**config.mk**
```make
export PLATFORM = sky130hd
export DESIGN_NAME = meter_spi_port
export DESIGN_NICKNAME = d
export VERILOG_FILES = /design/src/hdl/meter_spi_pkg.sv /design/src/hdl/sample_link_if.sv /design/src/hdl/bit_serializer.sv /design/src/hdl/meter_spi_port.sv
export VERILOG_INCLUDE_DIRS = /design/src /design/src/hdl
export SDC_FILE = /design/constraint.sdc
export NUM_CORES = 1
export LEC_CHECK = 0
export ABC_AREA = 1
export BUFFER_PORTS_ARGS = -buffer_cell sky130_fd_sc_hd__clkbuf_2
export CORE_ASPECT_RATIO = 0.9
export CORE_UTILIZATION = 61
export DETAILED_ROUTE_END_ITERATION = 6
export PLACE_DENSITY = 0.83
export SLEW_MARGIN = 15
export SYNTH_ARGS = -nofsm -noshare
export SYNTH_HDL_FRONTEND = slang
export SYNTH_SLANG_ARGS = --single-unit
```
**constraint.sdc**
```tcl
create_clock -name CLK -period 6.3 [get_ports CLK]
set_clock_uncertainty 0.2 [all_clocks]
set_input_delay 0.63 -clock CLK [delete_from_list [all_inputs] [get_ports CLK]]
set_output_delay 0.63 -clock CLK [all_outputs]
set_load 0.02 [all_outputs]
```
**src/hdl/meter_spi_params.svh**
```systemverilog
// constants for the metering serial port: frame layout, control field positions, timing
// assumes a 125 MHz system clock; included by bare name
`ifndef METER_SPI_PARAMS_SVH
`define METER_SPI_PARAMS_SVH

`define CLK_PERIOD_NS    8
`define FRAME_BITS       6'h20
`define ADDR_DONE_BITS   6'h10
`define CNT_SAT          6'h3F
`define TYPE_BIT         31
`define ADDR_LSB         16
`define ADDR_MSB         25
`define DC_DIV_LSB       0
`define DC_DIV_MSB       3
`define DC_DRV_BIT       4
`define DC_IDLE_BIT      5
`define DC_WIDTH_LSB     6
`define DC_WIDTH_MSB     7
`define DC_EN_MSB        15
`define NUM_CH           7
`define SAMPLE_BITS      32
`define PM_RANGE_LO      10'h014
`define PM_RANGE_HI      10'h01D
`define PM_SPECIAL_0     10'h000
`define PM_SPECIAL_1     10'h001
`define PM_SPECIAL_2     10'h003
`define PM_SPECIAL_3     10'h007
`define PM_SPECIAL_4     10'h00E
`define PM_SPECIAL_5     10'h00F
`define GAP_HALVES       7'h04
`define WIDTH_16         6'h10
`define WIDTH_24         6'h18
`define WIDTH_32         6'h20
`define LAST_DATA_RST    16'h0000

`endif

```
**src/hdl/meter_spi_pkg.sv**
```systemverilog
// types shared by the serial port and its bit serializer
// no constants here; they live in the params header
package meter_spi_pkg;
   typedef enum {M_IDLE, M_WAIT, M_SEND, M_GAP} master_state_e;
   typedef logic [3:0] chan_t;
   typedef logic [5:0] bitcnt_t;
endpackage : meter_spi_pkg

```
**src/hdl/sample_link_if.sv**
```systemverilog
// carrier between the dump sequencer and the bit serializer
// both ends sit on the same system clock
`timescale 1ns/1ps
interface sample_link_if;
   logic                  start;
   logic [31:0]           word;
   meter_spi_pkg::bitcnt_t nbits;
   logic [3:0]            div;
   logic                  drive;
   logic                  idle;
   logic                  busy;
   logic                  sclk;
   logic                  sdo;
   modport seq (output start, word, nbits, div, drive, idle, input busy, sclk, sdo);
   modport ser (input start, word, nbits, div, drive, idle, output busy, sclk, sdo);
endinterface : sample_link_if

```
**src/hdl/bit_serializer.sv**
```systemverilog
// shifts one left-aligned sample out MSB first with a divided serial clock
// assumes start is only raised while busy is low
`timescale 1ns/1ps
`include "meter_spi_params.svh"
module bit_serializer (
   input wire logic    clk,
   input wire logic    rst_n,
   sample_link_if.ser  lnk
);
   logic [4:0]  half_cnt_reg;
   logic        phase_reg;
   logic        busy_reg;
   logic        sdo_reg;
   logic [31:0] shift_reg;
   logic [5:0]  bits_left_reg;
   logic        half_end;

   // half period lasts div+1 clocks, so a full period is div*2+2
   assign half_end = (half_cnt_reg == {1'b0, lnk.div});
   assign lnk.busy = busy_reg;
   assign lnk.sclk = busy_reg ? (lnk.idle ^ phase_reg) : lnk.idle;
   assign lnk.sdo  = sdo_reg;

   // drive=0: data set before the first edge; drive=1: data changes on the first edge
   always_ff @(posedge clk or negedge rst_n) begin
      if (!rst_n) begin
         half_cnt_reg  <= 5'h00;
         phase_reg     <= 1'b0;
         busy_reg      <= 1'b0;
         sdo_reg       <= 1'b0;
         shift_reg     <= 32'h0000_0000;
         bits_left_reg <= 6'h00;
      end else if (lnk.start && !busy_reg) begin
         busy_reg      <= 1'b1;
         half_cnt_reg  <= 5'h00;
         phase_reg     <= 1'b0;
         bits_left_reg <= lnk.nbits;
         sdo_reg       <= lnk.drive ? sdo_reg : lnk.word[31];
         shift_reg     <= lnk.drive ? lnk.word : {lnk.word[30:0], 1'b0};
      end else if (busy_reg) begin
         half_cnt_reg <= half_end ? 5'h00 : half_cnt_reg + 5'h01;
         if (half_end) begin
            phase_reg <= ~phase_reg;
            if (!phase_reg && lnk.drive) begin
               sdo_reg   <= shift_reg[31];
               shift_reg <= {shift_reg[30:0], 1'b0};
            end else if (phase_reg) begin
               bits_left_reg <= bits_left_reg - 6'h01;
               busy_reg      <= (bits_left_reg != 6'h01);
               if (!lnk.drive) begin
                  sdo_reg   <= shift_reg[31];
                  shift_reg <= {shift_reg[30:0], 1'b0};
               end
            end
         end
      end
   end
endmodule : bit_serializer

```
**src/hdl/meter_spi_port.sv**
```systemverilog
// host serial port of a metering device: register slave or sample dump master
// assumes all pins synchronous to CLK; register file sits outside and answers reads in-cycle
//
// Overview of operation
// - dump request low: four-wire register slave; high: sample dump master.
// - serial clock pin is driven in master mode, an input in slave mode.
// - chip select pin is driven in master mode, an input in slave mode.
// - slave captures SDI on rising clock edges, changes SDO on falling edges.
// - first frame bit selects access: 1 read, 0 write.
// - 15-bit address follows, low 10 decoded; then a 16-bit data word.
// - one chip-select low period is one transaction on one register.
// - write commits at chip select rise, only after exactly 32 clocks.
// - read fetches after 16 clocks, shifts it out and updates last data.
// - clear-on-read happens only after last transfer data is updated.
// - partial-measurement mode allows only 14H-1DH and a few special addresses.
// - no register access while the port is master.
// - dump request rising edge starts streaming samples at divided clock rate.
// - dump request falling ends the dump after the current sample.
// - serial clock is system clock over divider times two plus two.
// - enabled channels go out in order I4 I1 V1 I2 V2 I3 V3.
// - samples go MSB first with the width field's bit count.
// - waiting for samples, chip select high and clock idle for two periods.
// - drive-select picks whether the first clock edge samples or drives.
`timescale 1ns/1ps
`include "meter_spi_params.svh"
module meter_spi_port (
   input  wire logic         CLK,
   input  wire logic         RST_N,
   input  wire logic         DUMP_REQ,
   input  wire logic         PARTIAL_MODE,
   input  wire logic [15:0]  DUMP_CONTROL,
   input  wire logic         SCLK_I,
   output wire logic         SCLK_O,
   output wire logic         SCLK_OE_N,
   input  wire logic         CS_N_I,
   output wire logic         CS_N_O,
   output wire logic         CS_N_OE_N,
   input  wire logic         SDI,
   output wire logic         SDO_O,
   output wire logic         SDO_OE_N,
   output wire logic [9:0]   REG_ADDR,
   output wire logic         REG_RD_EN,
   input  wire logic [15:0]  REG_RD_DATA,
   output wire logic         REG_RD_CLEAR,
   output wire logic         REG_WR_EN,
   output wire logic [15:0]  REG_WR_DATA,
   output wire logic [15:0]  LAST_TRANSFER_DATA,
   output wire logic         ACCESS_DENIED,
   input  wire logic         SAMPLE_VALID,
   input  wire logic [223:0] SAMPLE_SET,
   output wire logic         MASTER_ACTIVE
);
   meter_spi_pkg::master_state_e state_reg;
   logic        req_s1_reg, req_s2_reg, req_prev_reg;
   logic        sclk_prev_reg, cs_prev_reg;
   logic [31:0] rx_shift_reg;
   logic [5:0]  rx_cnt_reg;
   logic [15:0] tx_shift_reg, last_data_reg;
   logic        sdo_reg, clear_reg, denied_reg, cs_n_reg, issued_reg, pend_reg;
   logic [3:0]  chan_reg;
   logic [6:0]  gap_cnt_reg;
   logic [31:0] store_reg [`NUM_CH];
   logic [6:0]  en_ord;

   sample_link_if lnk ();

   // true when the address may be reached in the current power mode
   function automatic logic access_ok(input logic [9:0] a, input logic partial);
      access_ok = !partial || (a >= `PM_RANGE_LO && a <= `PM_RANGE_HI) ||
                  a == `PM_SPECIAL_0 || a == `PM_SPECIAL_1 || a == `PM_SPECIAL_2 ||
                  a == `PM_SPECIAL_3 || a == `PM_SPECIAL_4 || a == `PM_SPECIAL_5;
   endfunction : access_ok

   // first enabled channel at or after position 'from'; returns 7 when none
   function automatic meter_spi_pkg::chan_t next_ch(input logic [6:0] en, input logic [3:0] from);
      next_ch = 4'h7;
      for (int k = 6; k >= 0; k--) begin
         if (en[k] && 4'(k) >= from) next_ch = 4'(k);
      end
   endfunction : next_ch

   // slave decode; master phases and the sync path gate every register strobe
   wire slave_mode = (state_reg == meter_spi_pkg::M_IDLE) && !req_s2_reg;
   wire cs_low     = slave_mode && !CS_N_I;
   wire s_rise     = cs_low && SCLK_I && !sclk_prev_reg;
   wire s_fall     = cs_low && !SCLK_I && sclk_prev_reg;
   wire cs_rise    = slave_mode && CS_N_I && !cs_prev_reg;
   wire [9:0] rd_addr = {rx_shift_reg[8:0], SDI};
   wire [9:0] wr_addr = rx_shift_reg[`ADDR_MSB:`ADDR_LSB];
   wire rd_hit  = s_rise && rx_cnt_reg == `ADDR_DONE_BITS - 6'h01 && rx_shift_reg[14];
   wire wr_hit  = cs_rise && rx_cnt_reg == `FRAME_BITS && !rx_shift_reg[`TYPE_BIT];
   wire rd_ok   = access_ok(rd_addr, PARTIAL_MODE);
   wire wr_ok   = access_ok(wr_addr, PARTIAL_MODE);

   assign REG_RD_EN    = rd_hit && rd_ok;
   assign REG_WR_EN    = wr_hit && wr_ok;
   assign REG_ADDR     = wr_hit ? wr_addr : rd_addr;
   assign REG_WR_DATA  = rx_shift_reg[15:0];
   assign REG_RD_CLEAR = clear_reg;
   assign LAST_TRANSFER_DATA = last_data_reg;
   assign ACCESS_DENIED      = denied_reg;

   // pin directions: master owns clock and select, slave drives SDO only when selected
   assign MASTER_ACTIVE = !slave_mode;
   assign SCLK_OE_N = slave_mode;
   assign CS_N_OE_N = slave_mode;
   assign SCLK_O    = slave_mode ? 1'b0 : lnk.sclk;
   assign CS_N_O    = cs_n_reg;
   assign SDO_O     = slave_mode ? sdo_reg : lnk.sdo;
   assign SDO_OE_N  = slave_mode ? CS_N_I : 1'b0;

   // pin sampling and dump request synchroniser
   always_ff @(posedge CLK or negedge RST_N) begin
      if (!RST_N) begin
         req_s1_reg    <= 1'b0;
         req_s2_reg    <= 1'b0;
         req_prev_reg  <= 1'b0;
         sclk_prev_reg <= 1'b0;
         cs_prev_reg   <= 1'b1;
      end else begin
         req_s1_reg    <= DUMP_REQ;
         req_s2_reg    <= req_s1_reg;
         req_prev_reg  <= req_s2_reg;
         sclk_prev_reg <= SCLK_I;
         cs_prev_reg   <= CS_N_I;
      end
   end

   // slave shifter; the count saturates so an overlong frame never looks like 32
   always_ff @(posedge CLK or negedge RST_N) begin
      if (!RST_N) begin
         rx_shift_reg  <= 32'h0000_0000;
         rx_cnt_reg    <= 6'h00;
         tx_shift_reg  <= 16'h0000;
         sdo_reg       <= 1'b0;
         last_data_reg <= `LAST_DATA_RST;
         clear_reg     <= 1'b0;
         denied_reg    <= 1'b0;
      end else begin
         clear_reg  <= REG_RD_EN;
         denied_reg <= (rd_hit && !rd_ok) || (wr_hit && !wr_ok);
         if (!cs_low) begin
            rx_cnt_reg <= 6'h00;
         end else if (s_rise) begin
            rx_shift_reg <= {rx_shift_reg[30:0], SDI};
            rx_cnt_reg   <= (rx_cnt_reg == `CNT_SAT) ? rx_cnt_reg : rx_cnt_reg + 6'h01;
         end
         if (rd_hit) begin
            tx_shift_reg  <= rd_ok ? REG_RD_DATA : 16'h0000;
            last_data_reg <= rd_ok ? REG_RD_DATA : 16'h0000;
         end else if (s_fall && rx_cnt_reg >= `ADDR_DONE_BITS) begin
            sdo_reg      <= tx_shift_reg[15];
            tx_shift_reg <= {tx_shift_reg[14:0], 1'b0};
         end
      end
   end

   // channel enables in send order, and the sample store
   genvar g;
   generate
      for (g = 0; g < `NUM_CH; g++) begin : g_ch
         assign en_ord[g] = DUMP_CONTROL[`DC_EN_MSB - g];
         always_ff @(posedge CLK or negedge RST_N) begin
            if (!RST_N) store_reg[g] <= 32'h0000_0000;
            else if (SAMPLE_VALID) store_reg[g] <= SAMPLE_SET[g*`SAMPLE_BITS +: `SAMPLE_BITS];
         end
      end
   endgenerate

   // master sequencing wires
   wire [1:0] wsel      = DUMP_CONTROL[`DC_WIDTH_MSB:`DC_WIDTH_LSB];
   wire [6:0] gap_last  = 7'((7'({3'h0, DUMP_CONTROL[`DC_DIV_MSB:0]}) + 7'h01) * `GAP_HALVES
                             - 7'h01);
   wire [3:0] first_ch  = next_ch(en_ord, 4'h0);
   wire [3:0] after_ch  = next_ch(en_ord, chan_reg + 4'h1);
   wire       word_done = issued_reg && !lnk.busy;
   assign lnk.start = (state_reg == meter_spi_pkg::M_SEND) && !issued_reg;
   assign lnk.word  = store_reg[chan_reg[2:0]];
   assign lnk.nbits = (wsel == 2'h0) ? `WIDTH_16 : (wsel == 2'h1) ? `WIDTH_24 : `WIDTH_32;
   assign lnk.div   = DUMP_CONTROL[`DC_DIV_MSB:`DC_DIV_LSB];
   assign lnk.drive = DUMP_CONTROL[`DC_DRV_BIT];
   assign lnk.idle  = DUMP_CONTROL[`DC_IDLE_BIT];

   bit_serializer u_ser (
      .clk   (CLK),
      .rst_n (RST_N),
      .lnk   (lnk)
   );

   // dump state machine; a fresh sample set while pending just overwrites it
   always_ff @(posedge CLK or negedge RST_N) begin
      if (!RST_N) begin
         state_reg   <= meter_spi_pkg::M_IDLE;
         cs_n_reg    <= 1'b1;
         issued_reg  <= 1'b0;
         pend_reg    <= 1'b0;
         chan_reg    <= 4'h0;
         gap_cnt_reg <= 7'h00;
      end else begin
         if (SAMPLE_VALID) pend_reg <= 1'b1;                               // set beats clear
         else if (state_reg == meter_spi_pkg::M_WAIT && pend_reg) pend_reg <= 1'b0;
         unique case (state_reg)
            meter_spi_pkg::M_IDLE: begin
               if (req_s2_reg && !req_prev_reg) state_reg <= meter_spi_pkg::M_WAIT;
            end
            meter_spi_pkg::M_WAIT: begin
               if (!req_s2_reg) begin
                  state_reg <= meter_spi_pkg::M_IDLE;
               end else if (pend_reg && first_ch != 4'h7) begin
                  chan_reg   <= first_ch;
                  issued_reg <= 1'b0;
                  cs_n_reg   <= 1'b0;
                  state_reg  <= meter_spi_pkg::M_SEND;
               end
            end
            meter_spi_pkg::M_SEND: begin
               if (!issued_reg) begin
                  issued_reg <= 1'b1;
               end else if (word_done) begin
                  issued_reg <= 1'b0;
                  if (!req_s2_reg) begin
                     cs_n_reg  <= 1'b1;
                     state_reg <= meter_spi_pkg::M_IDLE;
                  end else if (after_ch != 4'h7) begin
                     chan_reg <= after_ch;
                  end else begin
                     cs_n_reg    <= 1'b1;
                     gap_cnt_reg <= 7'h00;
                     state_reg   <= meter_spi_pkg::M_GAP;
                  end
               end
            end
            meter_spi_pkg::M_GAP: begin
               gap_cnt_reg <= gap_cnt_reg + 7'h01;
               if (gap_cnt_reg >= gap_last) state_reg <= meter_spi_pkg::M_WAIT;
            end
         endcase
      end
   end
endmodule : meter_spi_port

```
; Yosys cells after proc, flatten, opt, wreduce, memory -nomap -nowiden
; Index checks and enable logic that the tools add are counted.
[classes]
addsub = 7
order_cmp = 14
n_eq_ne = 40
mux = 93
n_bitwise = 4
n_reduce_logical = 87
[ops]
columns = op, count
row1 = two-way mux 32 bit, 17
row2 = one-hot mux 32 bit (4 select lines), 1
row3 = binary-select mux 32 bit (select 3 bit), 1
row4 = "equality test 32 x 2 -> 1 bit, second input constant", 3
row5 = logical NOT 32 bit, 2
row6 = two-way mux 6 bit, 10
row7 = two-way mux 16 bit, 3
row8 = "equality test 10 x 4 -> 1 bit, second input constant", 4
row9 = logical AND 1 bit, 33
row10 = "equality test 32 x 1 -> 1 bit, second input constant", 1
row11 = "equality test 32 x 3 -> 1 bit, second input constant", 1
row12 = two-way mux 1 bit, 31
row13 = two-way mux 7 bit, 4
row14 = two-way mux 3 bit, 8
row15 = two-way mux 4 bit, 6
row16 = "!= test 2 bit, second input constant", 11
row17 = "equality test 10 x 1 -> 1 bit, second input constant", 2
row18 = "equality test 10 x 2 -> 1 bit, second input constant", 2
row19 = "equality test 10 x 3 -> 1 bit, second input constant", 2
row20 = ">= comparator 10 x 5 -> 1 bit, second input constant", 2
row21 = "<= comparator 10 x 5 -> 1 bit, second input constant", 2
row22 = logical NOT 10 bit, 2
row23 = logical OR 1 bit, 15
row24 = two-way mux 5 bit, 3
row25 = 40 further kinds, 79
[word_totals]
ff_bits = 394
word_cells = 276

; Longest topological paths before layout
[depth]
depth_word = 16
mapped_depth = 18
mapped_depth_nobuf = 16

; Hierarchy
; A second synthesis with hierarchy kept.
[unflattened]
cells_unflattened = 2264
area_unflattened_um2 = 17680.7
[modules_own_cells]
columns = module, n_inst, cells_per_inst, area_per_inst_um2, seq_area_each_um2
row1 = meter_spi_port, 1, 1850, 14784.2, 7935.1
row2 = bit_serializer, 1, 414, 2896.5, 1151.1

; Worst setup path after synthesis
; OpenSTA, ideal clock, no wires.
[synth_timing]
kind = register -> output
from = register state_reg[0]
to = output REG_ADDR[0]
t_arrival_ps = 2247
required_ps = 5470
setup_slack_ps = 3223
path_stages_with_launch = 10
path_buffers = 1
cell_sequence = dfrtp_1 inv_1 ha_1 inv_1 nor2_8 inv_1 nor2_1 nand2_1 clkbuf_1 o21ai_0
[synth_between]
elab_chain_len = 7
[synth_rtl]
columns = item, line
row1 = start: declaration, meter_spi_port.sv:53  ; meter_spi_pkg::master_state_e state_reg;
row2 = start signal: assignment, meter_spi_port.sv:193  ; state_reg <= meter_spi_pkg::M_IDLE;
row3 = start signal: assignment, meter_spi_port.sv:204  ; if (req_s2_reg && !req_prev_reg) state_reg <= meter_spi_pkg::M_WAIT;
row4 = start signal: assignment, meter_spi_port.sv:208  ; state_reg <= meter_spi_pkg::M_IDLE;
row5 = logical NOT 32 bit, meter_spi_port.sv:83  ; wire slave_mode = (state_reg == meter_spi_pkg::M_IDLE) && !req_s2_reg;
row6 = logical AND 1 bit, meter_spi_port.sv:83
row7 = via CS_N_OE_N, meter_spi_port.sv:37  ; output wire logic CS_N_OE_N,
row8 = logical AND 1 bit (2 in series), meter_spi_port.sv:87  ; wire cs_rise = slave_mode && CS_N_I && !cs_prev_reg;
row9 = logical AND 1 bit (no line), n/a
row10 = logical AND 1 bit, meter_spi_port.sv:91  ; wire wr_hit = cs_rise && rx_cnt_reg == `FRAME_BITS && !rx_shift_reg[`TYPE_BIT];
row11 = two-way mux 10 bit, meter_spi_port.sv:97  ; assign REG_ADDR = wr_hit ? wr_addr : rd_addr;
row12 = end: declaration, meter_spi_port.sv:41  ; output wire logic [9:0] REG_ADDR,
; The timed path passes the listed nets, and every way through them passes these cells.

; Worst setup path in the final report
[layout_timing]
from = register state_reg[0]
to = output REG_RD_EN
[layout_between]
elab_chain_len = 8
[layout_rtl]
columns = item, line
row1 = logical NOT 32 bit, meter_spi_port.sv:83
row2 = logical AND 1 bit, meter_spi_port.sv:83
row3 = logical AND 1 bit, meter_spi_port.sv:84  ; wire cs_low = slave_mode && !CS_N_I;
row4 = logical AND 1 bit (2 in series), meter_spi_port.sv:85  ; wire s_rise = cs_low && SCLK_I && !sclk_prev_reg;
row5 = logical AND 1 bit (2 in series), meter_spi_port.sv:90  ; wire rd_hit = s_rise && rx_cnt_reg == `ADDR_DONE_BITS - 6'h01 && rx_shift_reg[14];
row6 = logical AND 1 bit, meter_spi_port.sv:95  ; assign REG_RD_EN = rd_hit && rd_ok;
row7 = end: declaration, meter_spi_port.sv:42  ; output wire logic REG_RD_EN,
; Every way passes these cells.

==> metrics <==
status complete, no violations; largest net degree at the start of global routing a little over 200; GRT Overall Usage 32.0%; switching power 2890 uW; flops & latches, synth 363; fin util 72.2%; CTS tree yes; drt pass-1 iters 6; top routing layer in use met5; share of layout cells above drive strength 1 17.1%; top-area cell type share of the netlist area 51.5%; routed length on met1 19300 microns; global route overflow 0; sw frac 37.9%; critical-path maximum fanout 45; Post-synth ARST share 100%; Mapped Area about 18000 sq um; clock net sink count 363; Slew Limit Fails 0; final cell count without fillers 2834; Crit-path slowest cell dfrtp_1; CP max stage delay 410 ps; Die Area 29500 sq um; Worst Tran Pin Value 958 ps; Tmin final 3970 ps; Power, Total about 7600 uW; post-CTS setup buffer count 0; Initial Util 62.5%; Skew-Pair Late Insertion Delay 530 ps; ANT nets after route 0; WP buf/inv 6; hold_buf cts 1; Die X-Extent approximately 180 microns; fmax between 0.2 and 0.3 GHz; total CTS buffers 38; Synthesized Nets 2502; die span in y 163 microns; Int Power 4740 uW; Syn Area/Cell 7.92 sq um; max-cap violations 0; number of synthesis warnings 0; cell leakage power roughly 0.011 uW; Req. time, crit path around 5500 ps; Remaining DRCs 0; CP Launch Type flip-flop; worst path cell trace inv_1 -> ha_1 -> inv_1 -> nor2_8 -> nand2_2 -> clkinv_2 -> nand2_4 -> clkinv_2 -> nand2_2 -> nor2_4 -> nand2_2 -> clkinv_2 -> clkbuf_2; # placed instances roughly 2800; Port Buffers 315; initial antenna violation count 4; Final setup viols 0; clock buffer depth 3; first-pass GRT wire length 74800 microns; vias in the first global route 15000; top post-synthesis cells by area dfrtp_1 51%, nand2_1 17%, o21ai_0 9.1%, inv_1 4.4%, a21oi_1 3.1%; setup_tns 0 ps; Seq/Total Area, Yosys around half; sequential power share 38.6%; power per cell area 376 nW/um^2; Clk pwr share 28.9%; 1st-iter DRT viols 1734; HPWL Detailed 31500 microns; IO Count 317; CTS H-tree lvls 2; Vias 15900; DR WL met2 21300 microns; final period utilization a little over three fifths; routed vias/inst 5.62; Total Wirelength 46200 microns; Critical Path End Type output pin; Top delay family on crit path buffers and inverters; Yosys top cell by area dfrtp_1; kind of critical path reg2out; final hold violations 0; unrepaired setup endpoints after global routing false; max FFs per register 224; Core Rows 58; Area growth, synth to finish 15.5%; WHS 26.1 ps; core area about 28000 sq um; worst vdd ir approximately 0.00024 V; drt wl/cell between 15 and 20 microns; met3 routed WL 3710 microns; max_slew headroom 36.1%; most common cell after layout, fill and taps aside nand2_1; gp weighted congestion 0.901; Netlist cell types 46; Comb power frac 32.6%; Worst-path clk slew around 60 ps; Filler Cell Count 2196; CTS root buf clkbuf_16; fin nets 2728; post_cts resized 0; number of enable flip-flop cells after synthesis 0; Gate Count Post-Synth 2218; arrival time at the worst endpoint roughly 3100 ps; Top FF cell, synth dfrtp_1; highest-count cells in the layout ignoring fill and taps 787 x nand2_1, 359 x dfrtp_1, 320 x o21ai_0, 313 x clkbuf_2, 204 x inv_1; Hold Path Class in2reg
## power by group through the flow
stage / Clock [uW] / Sequential, uW / Combinational, uW
final: 2200 / 2940 / 2480
after global routing: 2320 / 2980 / 2750
after CTS: 2220 / 2930 / 2450
after detailed placement: 0 / 2970 / 2430
after global placement: 0 / 2950 / 2360
after floorplan: 0 / 2870 / 1730
## final timing paths
check	startpoint	end	slack, ps	depth (start not counted)
min in group asynchronous	RST_N	gap_cnt_reg[2]	530	2
max	state_reg[0]	REG_RD_EN	2330	13
min reg2reg	req_s1_reg	req_s2_reg	180	0
max reg2reg	state_reg[0]	u_ser.shift_reg[15]	2890	11
max in group asynchronous	RST_N	tx_shift_reg[4]	3900	3
min	CS_N_I	cs_prev_reg	30	1
## logic make-up after synthesis
family	after synthesis	share of synthesized area, %
AO/OA/AOI/OAI	515	15.9
XOR/XNOR	13	0.649
adder cells (fa/ha/maj)	20	1.43
buffers and inverters	356	8.49
flip-flops	363	51.8
AND/OR/NAND/NOR	951	21.8
## per-stage QoR
stage / cell area [sq um] / worst slack, ps
2_1_floorplan: 17600 / 3220
3_3_place_gp: 19000 / 2980
3_5_place_dp: 19000 / 2890
4_1_cts: 20300 / 2310
5_1_grt: 20300 / 2080
6_report: 20300 / 2330
## worst register-to-register path: stages, from the launching register on
cell and delay [ps]:
dfrtp_1 410, inv_1 100, ha_1 370, inv_2 220, nor2_1 80, nand2_1 80
buf_4 420, nand3_1 260, nand3_4 400, clkinv_2 490, nand2_1 200, nand2_1 70
## layout make-up
class | instances | area, sq um | area share [%]
Multi-Input combinational cell | 1499 | 6980 | 34.4
Inverter | 215 | 813 | 4.01
Antenna cell | 2 | 5.00 | 0.0247
Clock buffer | 59 | 1140 | 5.63
Clock inverter | 9 | 80.1 | 0.395
Tap cell | 360 | 450 | 2.22
Sequential cell | 363 | 9090 | 44.8
Timing Repair Buffer | 327 | 1710 | 8.45
## synthesized netlist by cell type, drive strengths merged (5+ instances only)
cell,instances
xor2,11
clkbuf,80
nand4,8
o211ai,26
o21ai,342
nor3,5
inv,211
o221ai,29
nor2,59
ha,20
a21oi,107
buf,61
nand3,75
nand2,797
dfrtp,361
## metal layers
metal  track usage (%)  vias up
li1                  -     7569
met1              44.4     7571
met2              50.0      661
met3              5.23      110
met4              14.1        4
met5                 0        -
(Power assumes the default switching activity.)
